<file path="config.mk">
export PLATFORM = sky130hd
export DESIGN_NAME = sfp_top
export DESIGN_NICKNAME = d
export VERILOG_FILES = /design/src/sfp_pkg.sv /design/src/sfp_top.sv
export SDC_FILE = /design/constraint.sdc
export NUM_CORES = 1
export LEC_CHECK = 0
export BUFFER_PORTS_ARGS = -buffer_cell sky130_fd_sc_hd__buf_2
export CAP_MARGIN = 20
export CORE_UTILIZATION = 60
export CTS_CLUSTER_SIZE = 20
export DETAILED_ROUTE_END_ITERATION = 10
export HOLD_SLACK_MARGIN = 0.08
export PLACE_DENSITY = 0.91
export RECOVER_POWER = 25
export SETUP_SLACK_MARGIN = 0.3
export SLEW_MARGIN = 15
export SYNTH_ARGS = -nofsm -noshare
export SYNTH_HDL_FRONTEND = slang
export SYNTH_SLANG_ARGS = --single-unit
</file>
<file path="constraint.sdc">
create_clock -name ref_clk -period 9 [get_ports ref_clk]
set_input_delay 1.8 -clock ref_clk [delete_from_list [all_inputs] [get_ports ref_clk]]
set_output_delay 1.8 -clock ref_clk [all_outputs]
set_load 0.01 [all_outputs]
</file>
<file path="src/sfp_pkg.sv">
// Constants for the servo feedback pulse output block.
// Assumes one 50 MHz clock and a 16-bit register port with one-cycle read latency.
package sfp_pkg;
  localparam int unsigned CLK_HZ = 50_000_000;
  localparam int unsigned ADDR_W = 4;
  localparam int unsigned DATA_W = 16;
  localparam int unsigned MODE_W = 9;
  localparam int unsigned TRQ_W = 12;
  localparam int unsigned CODE_W = 5;
  localparam int unsigned IRQ_W = 3;

  // Register indices
  localparam logic [3:0] REG_MODE = 4'h0;
  localparam logic [3:0] REG_NUM = 4'h1;
  localparam logic [3:0] REG_DEN = 4'h2;
  localparam logic [3:0] REG_FLAG_CODE = 4'h3;
  localparam logic [3:0] REG_STATUS = 4'h4;
  localparam logic [3:0] REG_IRQ_STATUS = 4'h5;
  localparam logic [3:0] REG_IRQ_ENABLE = 4'h6;
  localparam logic [3:0] REG_IRQ_CLEAR = 4'h7;

  // Reset values, the mode limit and the flag codes
  localparam logic [8:0] MODE_RESET = 9'h001;
  localparam logic [8:0] MODE_MAX = 9'h100;
  localparam logic [15:0] NUM_RESET = 16'h2710;
  localparam logic [15:0] DEN_RESET = 16'hFFFF;
  localparam logic [4:0] CODE_REACHED_CLOSED = 5'h0F;
  localparam logic [4:0] CODE_REACHED_OPEN = 5'h10;

  // Mode fields
  localparam int unsigned MODE_SRC_LSB = 0;
  localparam int unsigned MODE_SRC_MSB = 1;
  localparam int unsigned MODE_PHASE_BIT = 2;
  localparam int unsigned MODE_ZPOL_BIT = 3;
  localparam logic [1:0] SRC_MOTOR_ENCODER = 2'h1;

  // Interrupt event bits
  localparam int unsigned EV_TORQUE = 0;
  localparam int unsigned EV_INDEX = 1;
  localparam int unsigned EV_SATURATE = 2;

  // Status register bits
  localparam int unsigned ST_REACHED = 0;
  localparam int unsigned ST_ACTIVE = 1;
  localparam int unsigned ST_QUAD_LSB = 2;

  // Output timing: least spacing between quadrature edges and index width
  localparam int unsigned EDGE_NS = 200;
  localparam int unsigned EDGE_CYCLES = (EDGE_NS * (CLK_HZ / 1_000_000) + 999) / 1000;
  localparam int unsigned INDEX_NS = 1000;
  localparam int unsigned INDEX_CYCLES = (INDEX_NS * (CLK_HZ / 1_000_000) + 999) / 1000;

  typedef enum logic [1:0] {
    SFP_Q0 = 2'b00,
    SFP_Q1 = 2'b01,
    SFP_Q2 = 2'b11,
    SFP_Q3 = 2'b10
  } sfp_quad_type;
endpackage

</file>
<file path="src/sfp_top.sv">
// Servo feedback pulse output: torque-reached contact and scaled A/B/Z encoder re-emitter.
// Assumes all inputs are synchronous to ref_clk; encoder counts arrive as one-cycle step pulses.
//
// The address map and the strobed register port are this design's own decisions.
module sfp_top #(
  parameter int unsigned ACC_W = 20,
  parameter int unsigned EDGE_CYC = sfp_pkg::EDGE_CYCLES,
  parameter int unsigned INDEX_CYC = sfp_pkg::INDEX_CYCLES
) (
  // Clock and reset
  input wire logic ref_clk,
  input wire logic resetn,
  // Register port
  input wire logic [sfp_pkg::ADDR_W-1:0] reg_addr,
  input wire logic [sfp_pkg::DATA_W-1:0] reg_wdata,
  input wire logic reg_wr,
  input wire logic reg_rd,
  output logic [sfp_pkg::DATA_W-1:0] reg_rdata,
  // Torque measurement and limits
  input wire logic [sfp_pkg::TRQ_W-1:0] torque_mag,
  input wire logic motor_dir_fwd,
  input wire logic [sfp_pkg::TRQ_W-1:0] fwd_torque_limit,
  input wire logic [sfp_pkg::TRQ_W-1:0] rev_torque_limit,
  // Motor encoder
  input wire logic enc_step,
  input wire logic enc_dir_fwd,
  input wire logic enc_index,
  // Outputs
  output logic torque_reached_flag,
  output logic phase_a_out_pos,
  output logic phase_a_out_neg,
  output logic phase_b_out_pos,
  output logic phase_b_out_neg,
  output logic index_out_pos,
  output logic index_out_neg,
  output logic irq
);

  localparam logic [sfp_pkg::IRQ_W-1:0] IRQ_ZERO = '0;
  localparam logic signed [ACC_W-1:0] ACC_ZERO = '0;
  localparam logic signed [ACC_W-1:0] ACC_MAX = {1'b0, {(ACC_W-1){1'b1}}};
  localparam logic signed [ACC_W-1:0] ACC_MIN = -ACC_MAX;
  // One bit wider and signed, so the saturation compare stays signed on both sides
  localparam logic signed [ACC_W:0] ACC_MAX_W = {ACC_MAX[ACC_W-1], ACC_MAX};
  localparam logic signed [ACC_W:0] ACC_MIN_W = {ACC_MIN[ACC_W-1], ACC_MIN};
  localparam int unsigned EW = $clog2(EDGE_CYC + 1);
  localparam int unsigned ZW = $clog2(INDEX_CYC + 1);
  localparam logic [EW-1:0] EDGE_LOAD = EW'(EDGE_CYC - 1);
  localparam logic [ZW-1:0] INDEX_LOAD = ZW'(INDEX_CYC);

  // Registers
  logic [sfp_pkg::MODE_W-1:0] pulse_output_mode;
  logic [15:0] pulse_ratio_numerator;
  logic [15:0] pulse_ratio_denominator;
  logic [sfp_pkg::CODE_W-1:0] flag_code;
  logic [sfp_pkg::IRQ_W-1:0] irq_status;
  logic [sfp_pkg::IRQ_W-1:0] irq_enable;

  // Datapath state
  logic signed [ACC_W-1:0] acc;
  sfp_pkg::sfp_quad_type quad;
  logic [EW-1:0] edge_cnt;
  logic [ZW-1:0] index_cnt;
  logic reached_q;

  // Register decode
  wire wr_mode = reg_wr && (reg_addr == sfp_pkg::REG_MODE);
  wire wr_num = reg_wr && (reg_addr == sfp_pkg::REG_NUM);
  wire wr_den = reg_wr && (reg_addr == sfp_pkg::REG_DEN);
  wire wr_code = reg_wr && (reg_addr == sfp_pkg::REG_FLAG_CODE);
  wire wr_ien = reg_wr && (reg_addr == sfp_pkg::REG_IRQ_ENABLE);
  wire wr_iclr = reg_wr && (reg_addr == sfp_pkg::REG_IRQ_CLEAR);

  // Values above 256 are clamped rather than wrapped into low bits
  wire mode_over = reg_wdata > 16'(sfp_pkg::MODE_MAX);
  wire [sfp_pkg::MODE_W-1:0] mode_wval = mode_over ? sfp_pkg::MODE_MAX :
                                         reg_wdata[sfp_pkg::MODE_W-1:0];

  // Mode fields
  wire [1:0] mode_src = pulse_output_mode[sfp_pkg::MODE_SRC_MSB:sfp_pkg::MODE_SRC_LSB];
  wire src_active = (mode_src == sfp_pkg::SRC_MOTOR_ENCODER);
  wire b_leads = pulse_output_mode[sfp_pkg::MODE_PHASE_BIT];
  wire z_negative = pulse_output_mode[sfp_pkg::MODE_ZPOL_BIT];

  // Torque comparison against the limit of the present direction
  wire [sfp_pkg::TRQ_W-1:0] active_limit = motor_dir_fwd ? fwd_torque_limit : rev_torque_limit;
  wire reached = torque_mag >= active_limit;
  // Any code other than 16 behaves as 15, so the contact is never left undefined
  wire contact_closed = (flag_code == sfp_pkg::CODE_REACHED_OPEN) ? !reached : reached;

  // Scaling accumulator: each encoder count adds the numerator, each output count removes the denominator
  wire signed [ACC_W-1:0] num_s = ACC_W'($signed({1'b0, pulse_ratio_numerator}));
  wire signed [ACC_W-1:0] den_s = ACC_W'($signed({1'b0, pulse_ratio_denominator}));
  wire den_zero = (pulse_ratio_denominator == 16'h0000);
  wire edge_ok = (edge_cnt == '0);
  wire step_fwd = src_active && !den_zero && edge_ok && (acc >= den_s);
  wire step_rev = src_active && !den_zero && edge_ok && (acc <= -den_s);
  wire step_any = step_fwd || step_rev;
  wire signed [ACC_W-1:0] acc_in = (enc_step && src_active) ? (enc_dir_fwd ? num_s : -num_s) : ACC_ZERO;
  wire signed [ACC_W-1:0] acc_out = step_fwd ? den_s : (step_rev ? -den_s : ACC_ZERO);
  wire signed [ACC_W:0] acc_sum = {acc[ACC_W-1], acc} + {acc_in[ACC_W-1], acc_in} -
                                  {acc_out[ACC_W-1], acc_out};
  // Saturation loses counts instead of wrapping, which would reverse the reported motion
  wire acc_hi = acc_sum > ACC_MAX_W;
  wire acc_lo = acc_sum < ACC_MIN_W;
  wire signed [ACC_W-1:0] next_acc = !src_active ? ACC_ZERO :
                                     acc_hi ? ACC_MAX :
                                     acc_lo ? ACC_MIN : acc_sum[ACC_W-1:0];

  // One quadrature step per output count, Gray sequence so no state is skipped
  sfp_pkg::sfp_quad_type next_quad;
  always_comb begin
    next_quad = quad;
    if (step_any) begin
      case (quad)
        sfp_pkg::SFP_Q0: begin
          next_quad = step_fwd ? sfp_pkg::SFP_Q1 : sfp_pkg::SFP_Q3;
        end
        sfp_pkg::SFP_Q1: begin
          next_quad = step_fwd ? sfp_pkg::SFP_Q2 : sfp_pkg::SFP_Q0;
        end
        sfp_pkg::SFP_Q2: begin
          next_quad = step_fwd ? sfp_pkg::SFP_Q3 : sfp_pkg::SFP_Q1;
        end
        sfp_pkg::SFP_Q3: begin
          next_quad = step_fwd ? sfp_pkg::SFP_Q0 : sfp_pkg::SFP_Q2;
        end
        default: begin
          next_quad = sfp_pkg::SFP_Q0;
        end
      endcase
    end
  end

  // In the sequence 00,01,11,10 bit 1 lags bit 0 by a quarter cycle going forward
  wire lead_ph = next_quad[0];
  wire lag_ph = next_quad[1];
  wire next_a = src_active && (b_leads ? lag_ph : lead_ph);
  wire next_b = src_active && (b_leads ? lead_ph : lag_ph);
  wire index_fire = src_active && enc_index;
  wire z_active = index_fire || (index_cnt != '0);
  wire next_z = z_active ^ z_negative;

  wire [ZW-1:0] next_index_cnt = index_fire ? INDEX_LOAD :
                                 (index_cnt != '0) ? index_cnt - ZW'(1) : '0;
  wire [EW-1:0] next_edge_cnt = step_any ? EDGE_LOAD :
                                edge_ok ? edge_cnt : edge_cnt - EW'(1);

  // Interrupt events; a new event outweighs a clear in the same cycle
  wire [sfp_pkg::IRQ_W-1:0] events = {acc_hi || acc_lo, index_fire, reached && !reached_q};
  wire [sfp_pkg::IRQ_W-1:0] clr_mask = wr_iclr ? reg_wdata[sfp_pkg::IRQ_W-1:0] : IRQ_ZERO;
  wire [sfp_pkg::IRQ_W-1:0] next_irq_status = (irq_status & ~clr_mask) | events;
  wire next_irq = |(next_irq_status & (wr_ien ? reg_wdata[sfp_pkg::IRQ_W-1:0] : irq_enable));

  // Read mux; the clear register is write-only and reads as zero
  wire [15:0] status_word = {12'h000, quad, src_active, reached};
  logic [15:0] rd_mux;
  always_comb begin
    case (reg_addr)
      sfp_pkg::REG_MODE: rd_mux = 16'(pulse_output_mode);
      sfp_pkg::REG_NUM: rd_mux = pulse_ratio_numerator;
      sfp_pkg::REG_DEN: rd_mux = pulse_ratio_denominator;
      sfp_pkg::REG_FLAG_CODE: rd_mux = 16'(flag_code);
      sfp_pkg::REG_STATUS: rd_mux = status_word;
      sfp_pkg::REG_IRQ_STATUS: rd_mux = 16'(irq_status);
      sfp_pkg::REG_IRQ_ENABLE: rd_mux = 16'(irq_enable);
      default: rd_mux = 16'h0000;
    endcase
  end

  // Configuration registers, one short process per register
  always_ff @(posedge ref_clk) begin
    if (!resetn) begin
      pulse_output_mode <= sfp_pkg::MODE_RESET;
    end else if (wr_mode) begin
      pulse_output_mode <= mode_wval;
    end
  end

  always_ff @(posedge ref_clk) begin
    if (!resetn) begin
      pulse_ratio_numerator <= sfp_pkg::NUM_RESET;
    end else if (wr_num) begin
      pulse_ratio_numerator <= reg_wdata;
    end
  end

  always_ff @(posedge ref_clk) begin
    if (!resetn) begin
      pulse_ratio_denominator <= sfp_pkg::DEN_RESET;
    end else if (wr_den) begin
      pulse_ratio_denominator <= reg_wdata;
    end
  end

  always_ff @(posedge ref_clk) begin
    if (!resetn) begin
      flag_code <= sfp_pkg::CODE_REACHED_CLOSED;
    end else if (wr_code) begin
      flag_code <= reg_wdata[sfp_pkg::CODE_W-1:0];
    end
  end

  always_ff @(posedge ref_clk) begin
    if (!resetn) begin
      irq_enable <= IRQ_ZERO;
    end else if (wr_ien) begin
      irq_enable <= reg_wdata[sfp_pkg::IRQ_W-1:0];
    end
  end

  // Read data and interrupt state
  always_ff @(posedge ref_clk) begin
    if (!resetn) begin
      reg_rdata <= 16'h0000;
    end else begin
      reg_rdata <= reg_rd ? rd_mux : 16'h0000;
    end
  end

  always_ff @(posedge ref_clk) begin
    if (!resetn) begin
      irq_status <= IRQ_ZERO;
    end else begin
      irq_status <= next_irq_status;
    end
  end

  always_ff @(posedge ref_clk) begin
    if (!resetn) begin
      irq <= 1'b0;
    end else begin
      irq <= next_irq;
    end
  end

  // Divider and quadrature state
  always_ff @(posedge ref_clk) begin
    if (!resetn) begin
      acc <= ACC_ZERO;
    end else begin
      acc <= next_acc;
    end
  end

  always_ff @(posedge ref_clk) begin
    if (!resetn) begin
      quad <= sfp_pkg::SFP_Q0;
    end else begin
      quad <= next_quad;
    end
  end

  always_ff @(posedge ref_clk) begin
    if (!resetn) begin
      edge_cnt <= '0;
    end else begin
      edge_cnt <= next_edge_cnt;
    end
  end

  always_ff @(posedge ref_clk) begin
    if (!resetn) begin
      index_cnt <= '0;
    end else begin
      index_cnt <= next_index_cnt;
    end
  end

  always_ff @(posedge ref_clk) begin
    if (!resetn) begin
      reached_q <= 1'b0;
    end else begin
      reached_q <= reached;
    end
  end

  // Output pins; both halves of a pair load from one next value, so the pair never skews by a cycle
  always_ff @(posedge ref_clk) begin
    if (!resetn) begin
      torque_reached_flag <= 1'b0;
    end else begin
      torque_reached_flag <= contact_closed;
    end
  end

  always_ff @(posedge ref_clk) begin
    if (!resetn) begin
      phase_a_out_pos <= 1'b0;
    end else begin
      phase_a_out_pos <= next_a;
    end
  end

  always_ff @(posedge ref_clk) begin
    if (!resetn) begin
      phase_a_out_neg <= 1'b1;
    end else begin
      phase_a_out_neg <= !next_a;
    end
  end

  always_ff @(posedge ref_clk) begin
    if (!resetn) begin
      phase_b_out_pos <= 1'b0;
    end else begin
      phase_b_out_pos <= next_b;
    end
  end

  always_ff @(posedge ref_clk) begin
    if (!resetn) begin
      phase_b_out_neg <= 1'b1;
    end else begin
      phase_b_out_neg <= !next_b;
    end
  end

  always_ff @(posedge ref_clk) begin
    if (!resetn) begin
      index_out_pos <= 1'b0;
    end else begin
      index_out_pos <= next_z;
    end
  end

  always_ff @(posedge ref_clk) begin
    if (!resetn) begin
      index_out_neg <= 1'b1;
    end else begin
      index_out_neg <= !next_z;
    end
  end

endmodule // sfp_top

</file>
==> results of run 1 <==
-- power by group through the flow --
stage	Sequential, mW	Combinational [mW]	Clock (mW)
CTS	0.655	2.71	0.387
finish	0.657	2.79	0.389
detailed placement	0.667	2.69	0
floorplan	0.642	2.12	0
global placement	0.663	2.61	0
global route	0.666	3.10	0.405
-- worst max-delay path: cells and delay by family, from the launching register on --
family,cells,cell delay [ns]
AO/OA/AOI/OAI,7,2.43
XOR/XNOR,1,0.22
adder cells (fa/ha/maj),3,1.23
buffers and inverters,2,0.39
flip-flops,1,0.39
AND/OR/NAND/NOR,11,3.40
-- path summary, 6_finish.rpt --
check	end	slack [ns]	cells past startpoint
max	acc[9]$_SDFF_PN0_	0.85	24
min	index_cnt[0]$_SDFF_PP0_	0.45	1
max reg2reg	acc[9]$_SDFF_PN0_	0.85	24
min reg2reg	index_cnt[0]$_SDFF_PP0_	0.45	1
-- metal layers --
metal	global-route usage, %	part of all wire (%)	vias to the layer above
met5	0	0	-
met4	12.8	3.4	0
met3	4.06	8.6	73
met2	55.1	46	469
met1	43.4	42	3807
li1	-	-	3852
-- kinds of logic (layout without fill, tap and decap cells) --
kind of cell,count (synthesis),in the layout
adder cells (fa/ha/maj),94,94
buffers and inverters,105,162
flip-flops,109,109
multiplexers,31,31
AND/OR/NAND/NOR,379,379
AO/OA/AOI/OAI,272,272
XOR/XNOR,40,40
-- registers in the layout, indices dropped and copies added, names as in the netlist, 2 cells and up --
name and cells:
pulse_ratio_numerator 16, reg_rdata 16, irq_status 3, pulse_output_mode 9, pulse_ratio_denominator 16, flag_code 5
irq_enable 3, acc 20, quad 2, index_cnt 6, edge_cnt 4
-- per-stage QoR --
step	cell area [um2]	hold WS, ns
2_1_floorplan	8390	0.413
3_3_place_gp	8890	0.425
4_1_cts	9170	0.451
6_report	9150	0.451
5_1_grt	9150	0.470
3_5_place_dp	8890	0.434
-- repair_timing --
item | in CTS | in global routing
resized for setup | 0 | 1
setup buffers | 0 | 0
setup endpoints to repair | 0 | 13
-- synth_stat cells, types with 6 or more instances --
master    number
nand3b_1       6
ha_1          74
o21ai_0       29
dfxtp_1      109
xnor2_1       31
xor2_1         9
nor4_1        11
a211oi_1      10
and2_1        13
a21o_1        15
fa_1          20
nor2_1        82
and4_1        10
inv_1         54
nand2_1      105
or3_1          9
clkbuf_1      41
a31oi_1        7
a22o_1         6
a21oi_1       86
buf_2          7
a22oi_1       24
o211ai_1      25
nand2b_1      12
nor2b_1       20
and3_1         7
nand4_1        9
a211o_1       12
mux2i_1       27
nor3_1        22
nand3_1       44
-- final cells by class --
cell class / instances / area, um2 / share of cell area [%]
Clock buffer: 9 / 225 / 2.46
Clock inverter: 7 / 60.1 / 0.656
Inverter: 54 / 203 / 2.21
Multi-Input combinational cell: 816 / 5820 / 63.6
Sequential cell: 109 / 2180 / 23.8
Tap cell: 176 / 220 / 2.41
Timing Repair Buffer: 92 / 442 / 4.83
==> results.ini, run 1 <==
[route]
first_pass_iters=5
vias_per_cell=6.49
vias=8201
drc_errors=0
routedWlPerCell_um=18.6
drt-total-wl_mm=23.5
detail-route-antenna-nets=0
drtIter0Drc=940

[sta]
layout_setup_ws_ns=0.853
fin_tns_setup_ns=0
slew_viol_final=39
min_period_ns=8.15
setup_viol=0
rsz0062_at_grt=false
fin_worst_skew_ns=0.00718
fin_crit_sh_pct=90.5
slew_headroom_pct=-17.5
worst_pin_slew_ns=1.76
fmax_mhz=123
hold_violations=0

[power]
power_mw=3.84
vdd_drop_max_v=0.000288
p_int_mw=1.86
p_comb_share_pct=72.8
switching_share_pct=51.6
power_switching_mw=1.98
power.share.clock_pct=10.1
powerDensity_nw_per_um2=420
p_leak_nw=3.94
power_frac_seq_pct=17.1

[layout]
drive_gt1_share_pct=10.2
nets=1240
layout_common_cells=109 x dfxtp_1, 105 x nand2_1, 86 x a21oi_1
areaGrowthSynthToFinish_pct=9.06
antennaDiodeCount=0
final_util_pct=68.0
final_common_cell=dfxtp_1
fillers=1078
instances_no_fill=1263

[clocking]
cts_tree=done
cts_buffers=9
cts_hold_buf=0
clock_sinks=109
clk_latency_ns=0.36
clkSlewWorstSetupHoldPaths_ns=0.08
clockRootBuffer=clkbuf_16
htree_levels=3
clock_path_buffers=2

[setup_path]
worstPathMaxFanout=23
critPathMostFrequentCell=or3_4
critPathLaunchType=register
critPathLaunch=pulse_ratio_denominator[2]$_SDFFE_PN1P_
critPathArrivalTime_ns=8.44
crit_chain=or3_4 -> or4_4 -> or3_4 -> or3_4 -> xnor2_1 -> inv_1 -> ha_1 -> and3_1 -> and4_1 -> nand4_2 -> a311o_2 -> a211oi_2 -> buf_4 -> nor2b_1 -> a21oi_1 -> fa_1 -> ha_1 -> a21o_1 -> a31oi_1 -> o2bb2ai_1 -> or2_2 -> o211ai_4 -> nand3_1 -> nand3_1
crit_path_max_incr_delay_ns=0.59
cp-end-kind=register
cp.required_ns=9.29
r2r_start=pulse_ratio_denominator[2]$_SDFFE_PN1P_
crit_type=reg2reg
cp_slowest_cell=a211oi_2

[status]
violations=max-capacitance violations, max-slew violations
status=finished with violations

[run]
drv_cap=1

[logic_synthesis]
yosys-top-cells-area=dfxtp_1 26%, ha_1 11%, a21oi_1 5.1%
synth_fa_ha_area_share_pct=15.8
synth_top_family_by_area=simple AND/OR/NAND/NOR gates
synth_compound_area_share_pct=22.0
synth_cell_types=77
synth_nets=1188
yosys.area_share.simple_pct=23.4
async_flop_share_pct=0
synth.largest_area_cell=dfxtp_1
syn_inst=1030
synth.avg_cell_area_um2=8.15
synth_xor_area_share_pct=4.17
synth_top_area_share_pct=26.0
synth.yosys.warnings=0
synth.cell_area_um2=8390
yosysSeqAreaShare_pct=26.0
ys.flop_type=dfxtp_1
synth_edf_count=0
synthMuxAreaShare_pct=3.76
synth-seq-cells=109

[die]
core_um2=13500
die_x_um=120
die_y_um=120
num_rows=42
ioPinCount=88
start_util_pct=62.4
die_area_um2=14500

[global_route]
overflow=0
antenna_found_initial=0
grt_pass1_vias=7569
grt_pass1_wl_mm=38.0
grt_max_degree=39
grt_use_total_pct=33.0

[placement]
place_ws_ns=0.870
gp_congestion=1.01
dp_hpwl_mm=18.0
dp.cells=1247
io_buffers=87

[min_path]
hp-start=index_cnt[0]$_SDFF_PP0_
hold_class=reg2reg

(Power assumes the default switching activity.)
==> run 2, diff against run 1 <==
--- a/config.mk
+++ b/config.mk
@@ -7,6 +7,7 @@
 export LEC_CHECK = 0
 export BUFFER_PORTS_ARGS = -buffer_cell sky130_fd_sc_hd__buf_2
 export CAP_MARGIN = 20
+export CORE_ASPECT_RATIO = 1.75
 export CORE_UTILIZATION = 60
 export CTS_CLUSTER_SIZE = 20
 export DETAILED_ROUTE_END_ITERATION = 10
==> results.ini, run 2 (same netlist as run 1, synthesis figures left out) <==
[setup_path]
r2r_slack_ns=1.23
crit_chain=or3_4 -> or4_4 -> or3_4 -> or3_4 -> xnor2_1 -> inv_1 -> ha_1 -> and3_1 -> and4_1 -> nand4_2 -> a311o_2 -> a211oi_2 -> buf_4 -> nor2b_1 -> a21oi_1 -> fa_1 -> ha_1 -> or2_2 -> a21o_1 -> a2111oi_0 -> nand4_1 -> nor4b_1 -> nand4b_1 -> a41oi_1
critPathMostFrequentCell=or3_4
crit_path_max_incr_delay_ns=0.66
critPathLaunchType=register
cp_slowest_cell=a2111oi_0
cp-end-kind=register
critPathArrivalTime_ns=8.05
worstPathMaxFanout=21
cp.required_ns=9.28
crit_type=reg2reg

[route]
drt-total-wl_mm=25.2
vias=8332
drc_errors=0
first_pass_iters=5
drtIter0Drc=702
routedWlPerCell_um=19.9
vias_per_cell=6.59
detail-route-antenna-nets=0

[power]
p_leak_nw=3.96
power.share.clock_pct=10.7
switching_share_pct=51.6
p_int_mw=1.90
power_frac_seq_pct=16.8
p_comb_share_pct=72.6
powerDensity_nw_per_um2=427
vdd_drop_max_v=0.000362
power_switching_mw=2.02

[global_route]
overflow=0
grt_pass1_vias=8425
grt_max_degree=39
grt_use_total_pct=35.9
grt_pass1_wl_mm=40.7
antenna_found_initial=0

[placement]
dp_hpwl_mm=19.4
io_buffers=87
gp_congestion=1.04
place_ws_ns=1.41

[clocking]
clk_latency_ns=0.36
cts_tree=done
clock_path_buffers=2
cts_hold_buf=0
clock_sinks=109
clkSlewWorstSetupHoldPaths_ns=0.07
htree_levels=3
cts_setup_buffers=0
clockRootBuffer=clkbuf_16
cts_buffers=9
ctsResizeCount=0

[layout]
layout_common_cells=109 x dfxtp_1, 105 x nand2_1, 86 x a21oi_1
drive_gt1_share_pct=10.3
antennaDiodeCount=0
top_register=acc
fillers=1086
nets=1244
largest_reg_flops=20
areaGrowthSynthToFinish_pct=9.41
final_util_pct=67.9
final_common_cell=dfxtp_1

[sta]
fmax_mhz=129
layout_setup_ws_ns=1.23
slew_headroom_pct=-19.8
rsz0062_at_grt=false
fin_tns_setup_ns=0
hold_violations=0
fin_crit_sh_pct=86.3
min_period_ns=7.77
fin_worst_skew_ns=0.00774
setup_viol=0
worst_pin_slew_ns=1.80
slew_viol_final=39

[die]
ioPinCount=88
die_y_um=158
die_area_um2=14500
num_rows=56
start_util_pct=62.1
core_um2=13500
die_x_um=91.4

[status]
violations=max-capacitance violations, max-slew violations
status=finished with violations

[run]
drv_cap=1

[min_path]
hold_class=reg2reg

## run 2: cell count changes in the layout (fill, tap and decap cells not counted), sizes merged
cell | before | now
buf | 67 | 70
clkbuf | 34 | 37
clkinv | 3 | 0
bufinv | 0 | 1
## run 2: critical path: cells and delay by family, from the launching register on
kind / cells / cell delay [ns]
AND/OR/NAND/NOR: 12 / 3.63
AO/OA/AOI/OAI: 6 / 1.98
adder cells (fa/ha/maj): 3 / 1.13
flip-flops: 1 / 0.37
buffers and inverters: 2 / 0.36
XOR/XNOR: 1 / 0.21
## run 2: layout make-up
class | count | area (um2) | share of cell area, %
timing repair buffer | 96 | 465 | 5.07
clock inverter | 5 | 63.8 | 0.695
inverter | 54 | 203 | 2.21
sequential | 109 | 2180 | 23.8
clock buffer | 11 | 243 | 2.64
tap | 174 | 218 | 2.37
multi-input combinational | 816 | 5810 | 63.3
## run 2: routing by layer
metal / global-route usage (%) / up-vias / part of all wire [%]
met3: 4.78 / 148 / 6.2
met4: 29.6 / 0 / 8.4
met1: 35.0 / 3865 / 34
met5: 0 / - / 0
met2: 66.9 / 474 / 51
li1: - / 3845 / -
## run 2: path summary, 6_finish.rpt
path,startpoint,to,depth (start not counted)
min,index_cnt[0]$_SDFF_PP0_,index_cnt[0]$_SDFF_PP0_,1
max,pulse_ratio_denominator[2]$_SDFFE_PN1P_,irq_status[2]$_SDFF_PN0_,24
min reg2reg,index_cnt[0]$_SDFF_PP0_,index_cnt[0]$_SDFF_PP0_,1
max reg2reg,pulse_ratio_denominator[2]$_SDFFE_PN1P_,irq_status[2]$_SDFF_PN0_,24
## run 2: power by group through the flow
stage,Clock [mW],Combinational (mW),Sequential [mW]
final,0.419,2.84,0.656
after detailed placement,0,2.75,0.665
after floorplan,0,2.12,0.642
after global routing,0.437,3.15,0.664
after CTS,0.417,2.78,0.654
after global placement,0,2.69,0.662
## run 2: through the flow
stage	instances	power [mW]	area (um2)	hold slack, ns
after floorplan	1030	2.76	8390	0.413
after global placement	1249	3.35	8910	0.422
after detailed placement	1249	3.42	8910	0.439
after CTS	1265	3.85	9220	0.456
after global routing	1265	4.25	9180	0.493
final	1265	3.92	9180	0.458
==> run 3, diff against run 2 <==
--- a/config.mk
+++ b/config.mk
@@ -5,6 +5,7 @@
 export SDC_FILE = /design/constraint.sdc
 export NUM_CORES = 1
 export LEC_CHECK = 0
+export ABC_AREA = 1
 export BUFFER_PORTS_ARGS = -buffer_cell sky130_fd_sc_hd__buf_2
 export CAP_MARGIN = 20
 export CORE_ASPECT_RATIO = 1.75
@@ -12,7 +13,7 @@
 export CTS_CLUSTER_SIZE = 20
 export DETAILED_ROUTE_END_ITERATION = 10
 export HOLD_SLACK_MARGIN = 0.08
-export PLACE_DENSITY = 0.91
+export PLACE_DENSITY = 0.81
 export RECOVER_POWER = 25
 export SETUP_SLACK_MARGIN = 0.3
 export SLEW_MARGIN = 15
==> results.ini, run 3 <==
[status]
status=finished with violations
violations=max-capacitance violations, max-slew violations

[die]
start_util_pct=61.4
ioPinCount=88
die_x_um=90.5
die_area_um2=14200
core_um2=13400
die_y_um=157
num_rows=56

[power]
powerDensity_nw_per_um2=397
power_mw=3.58
vdd_drop_max_v=0.000317
power_switching_mw=1.98
p_int_mw=1.60
power_frac_seq_pct=17.6
p_comb_share_pct=71.5
switching_share_pct=55.2
power.share.clock_pct=10.9
p_leak_nw=4.39

[sta]
layout_setup_ws_ns=1.87
min_period_ns=7.13
worst_pin_slew_ns=2.07
setup_viol=0
fin_worst_skew_ns=0.00783
fin_crit_sh_pct=79.2
fmax_mhz=140
hold_violations=0
slew_viol_final=49
slew_headroom_pct=-38.1
fin_hold_ws_ns=0.455
fin_tns_setup_ns=0
rsz0062_at_grt=false

[global_route]
overflow=0
grt_pass1_vias=7978
antenna_found_initial=0
grt_use_total_pct=35.4
grt_pass1_wl_mm=39.1
grt_max_degree=49

[placement]
dp.cells=1411
place_area_um2=8780
gp_congestion=0.995
place_ws_ns=2.13
io_buffers=87
dp_hpwl_mm=20.1

[layout]
final_util_pct=67.4
antennaDiodeCount=0
fin_area_um2=9030
final_common_cell=nand2_1
largest_reg_flops=20
instances_no_fill=1427
top_register=acc
drive_gt1_share_pct=11.2
areaGrowthSynthToFinish_pct=9.79
nets=1406
layout_common_cells=263 x nand2_1, 163 x inv_1, 109 x dfxtp_1

[route]
vias_per_cell=5.90
drtIter0Drc=681
first_pass_iters=6
drc_errors=0
detail-route-antenna-nets=0
vias=8419
drt-total-wl_mm=24.9
routedWlPerCell_um=17.4

[logic_synthesis]
syn_inst=1173
synth_common_cells=263 x nand2_1, 163 x inv_1, 109 x dfxtp_1
ys.flop_type=dfxtp_1
synthMostInstantiatedCell=nand2_1
async_flop_share_pct=0
synth.cell_area_um2=8220
synth.largest_area_cell=dfxtp_1
yosysSeqAreaShare_pct=26.5
synth_nets=1331
synth_cell_types=56
synth_edf_count=0
synth.yosys.warnings=0
synth-seq-cells=109
synth_top_area_share_pct=26.5
synth.avg_cell_area_um2=7.01
yosys-top-cells-area=dfxtp_1 27%, nand2_1 12%, ha_1 11%

[setup_path]
cp.required_ns=9.30
critPathArrivalTime_ns=7.42
cp-end-kind=register
crit_path_max_incr_delay_ns=0.62
worstPathMaxFanout=17
critPathMostFrequentCell=nand2_1
critPathLaunchType=register
crit_type=reg2reg
cp_slowest_cell=nor2_2

[clocking]
clkSlewWorstSetupHoldPaths_ns=0.08
cts_tree=done
cts_setup_buffers=0
cts_hold_buf=0
clock_sinks=109
clk_latency_ns=0.35
clock_path_buffers=2
clockRootBuffer=clkbuf_16
cts_buffers=9
ctsResizeCount=0
htree_levels=3

[run]
drv_cap=1

[min_path]
hold_class=reg2reg

[run 3: path summary, 6_finish.rpt]
check | from | end | slack (ns) | cells past startpoint
worst max-delay path | pulse_ratio_denominator[1]$_SDFFE_PN1P_ | acc[3]$_SDFF_PN0_ | 1.87 | 37
worst min-delay path | index_cnt[0]$_SDFF_PP0_ | index_cnt[0]$_SDFF_PP0_ | 0.46 | 1
worst max register to register | pulse_ratio_denominator[1]$_SDFFE_PN1P_ | acc[3]$_SDFF_PN0_ | 1.87 | 37
worst min register to register | index_cnt[0]$_SDFF_PP0_ | index_cnt[0]$_SDFF_PP0_ | 0.46 | 1
[run 3: worst max-delay path, delay by kind of cell (launching register included)]
kind	cells	cell delay, ns
compound gates	2	0.37
fa+ha+maj	3	1.45
simple gates	28	4.18
flops	1	0.32
xor+xnor	1	0.26
buf+inv	3	0.47
[run 3: layout make-up]
| type | instances | area, um2 |
|---|---|---|
| multi-input combinational | 870 | 5290 |
| fill | 1206 | 4360 |
| sequential | 109 | 2180 |
| inverter | 169 | 636 |
| timing repair buffer | 89 | 419 |
| clock buffer | 10 | 229 |
| tap | 174 | 218 |
| clock inverter | 6 | 51.3 |
[run 3: power groups by stage]
stage,Clock [mW],Combinational (mW),Sequential [mW]
final,0.391,2.56,0.630
after CTS,0.388,2.52,0.629
after global placement,0,2.45,0.639
after global routing,0.411,2.82,0.637
after floorplan,0,1.92,0.623
after detailed placement,0,2.50,0.640
[run 3: cell families after synthesis]
| group | synth area share (%) |
|---|---|
| AND/OR/NAND/NOR | 28.8 |
| AO/OA/AOI/OAI | 16.5 |
| buffers and inverters | 9.13 |
| flip-flops | 26.5 |
| adder cells (fa/ha/maj) | 16.1 |
| XOR/XNOR | 1.48 |
| multiplexers | 1.48 |
[run 3: per-layer routing]
metal	vias up	routed length [um]	global-route usage [%]
met5	-	0	0
met4	0	1430	21.2
met3	97	1220	3.94
met2	388	13400	68.9
met1	3873	8840	35.5
li1	4061	-	-
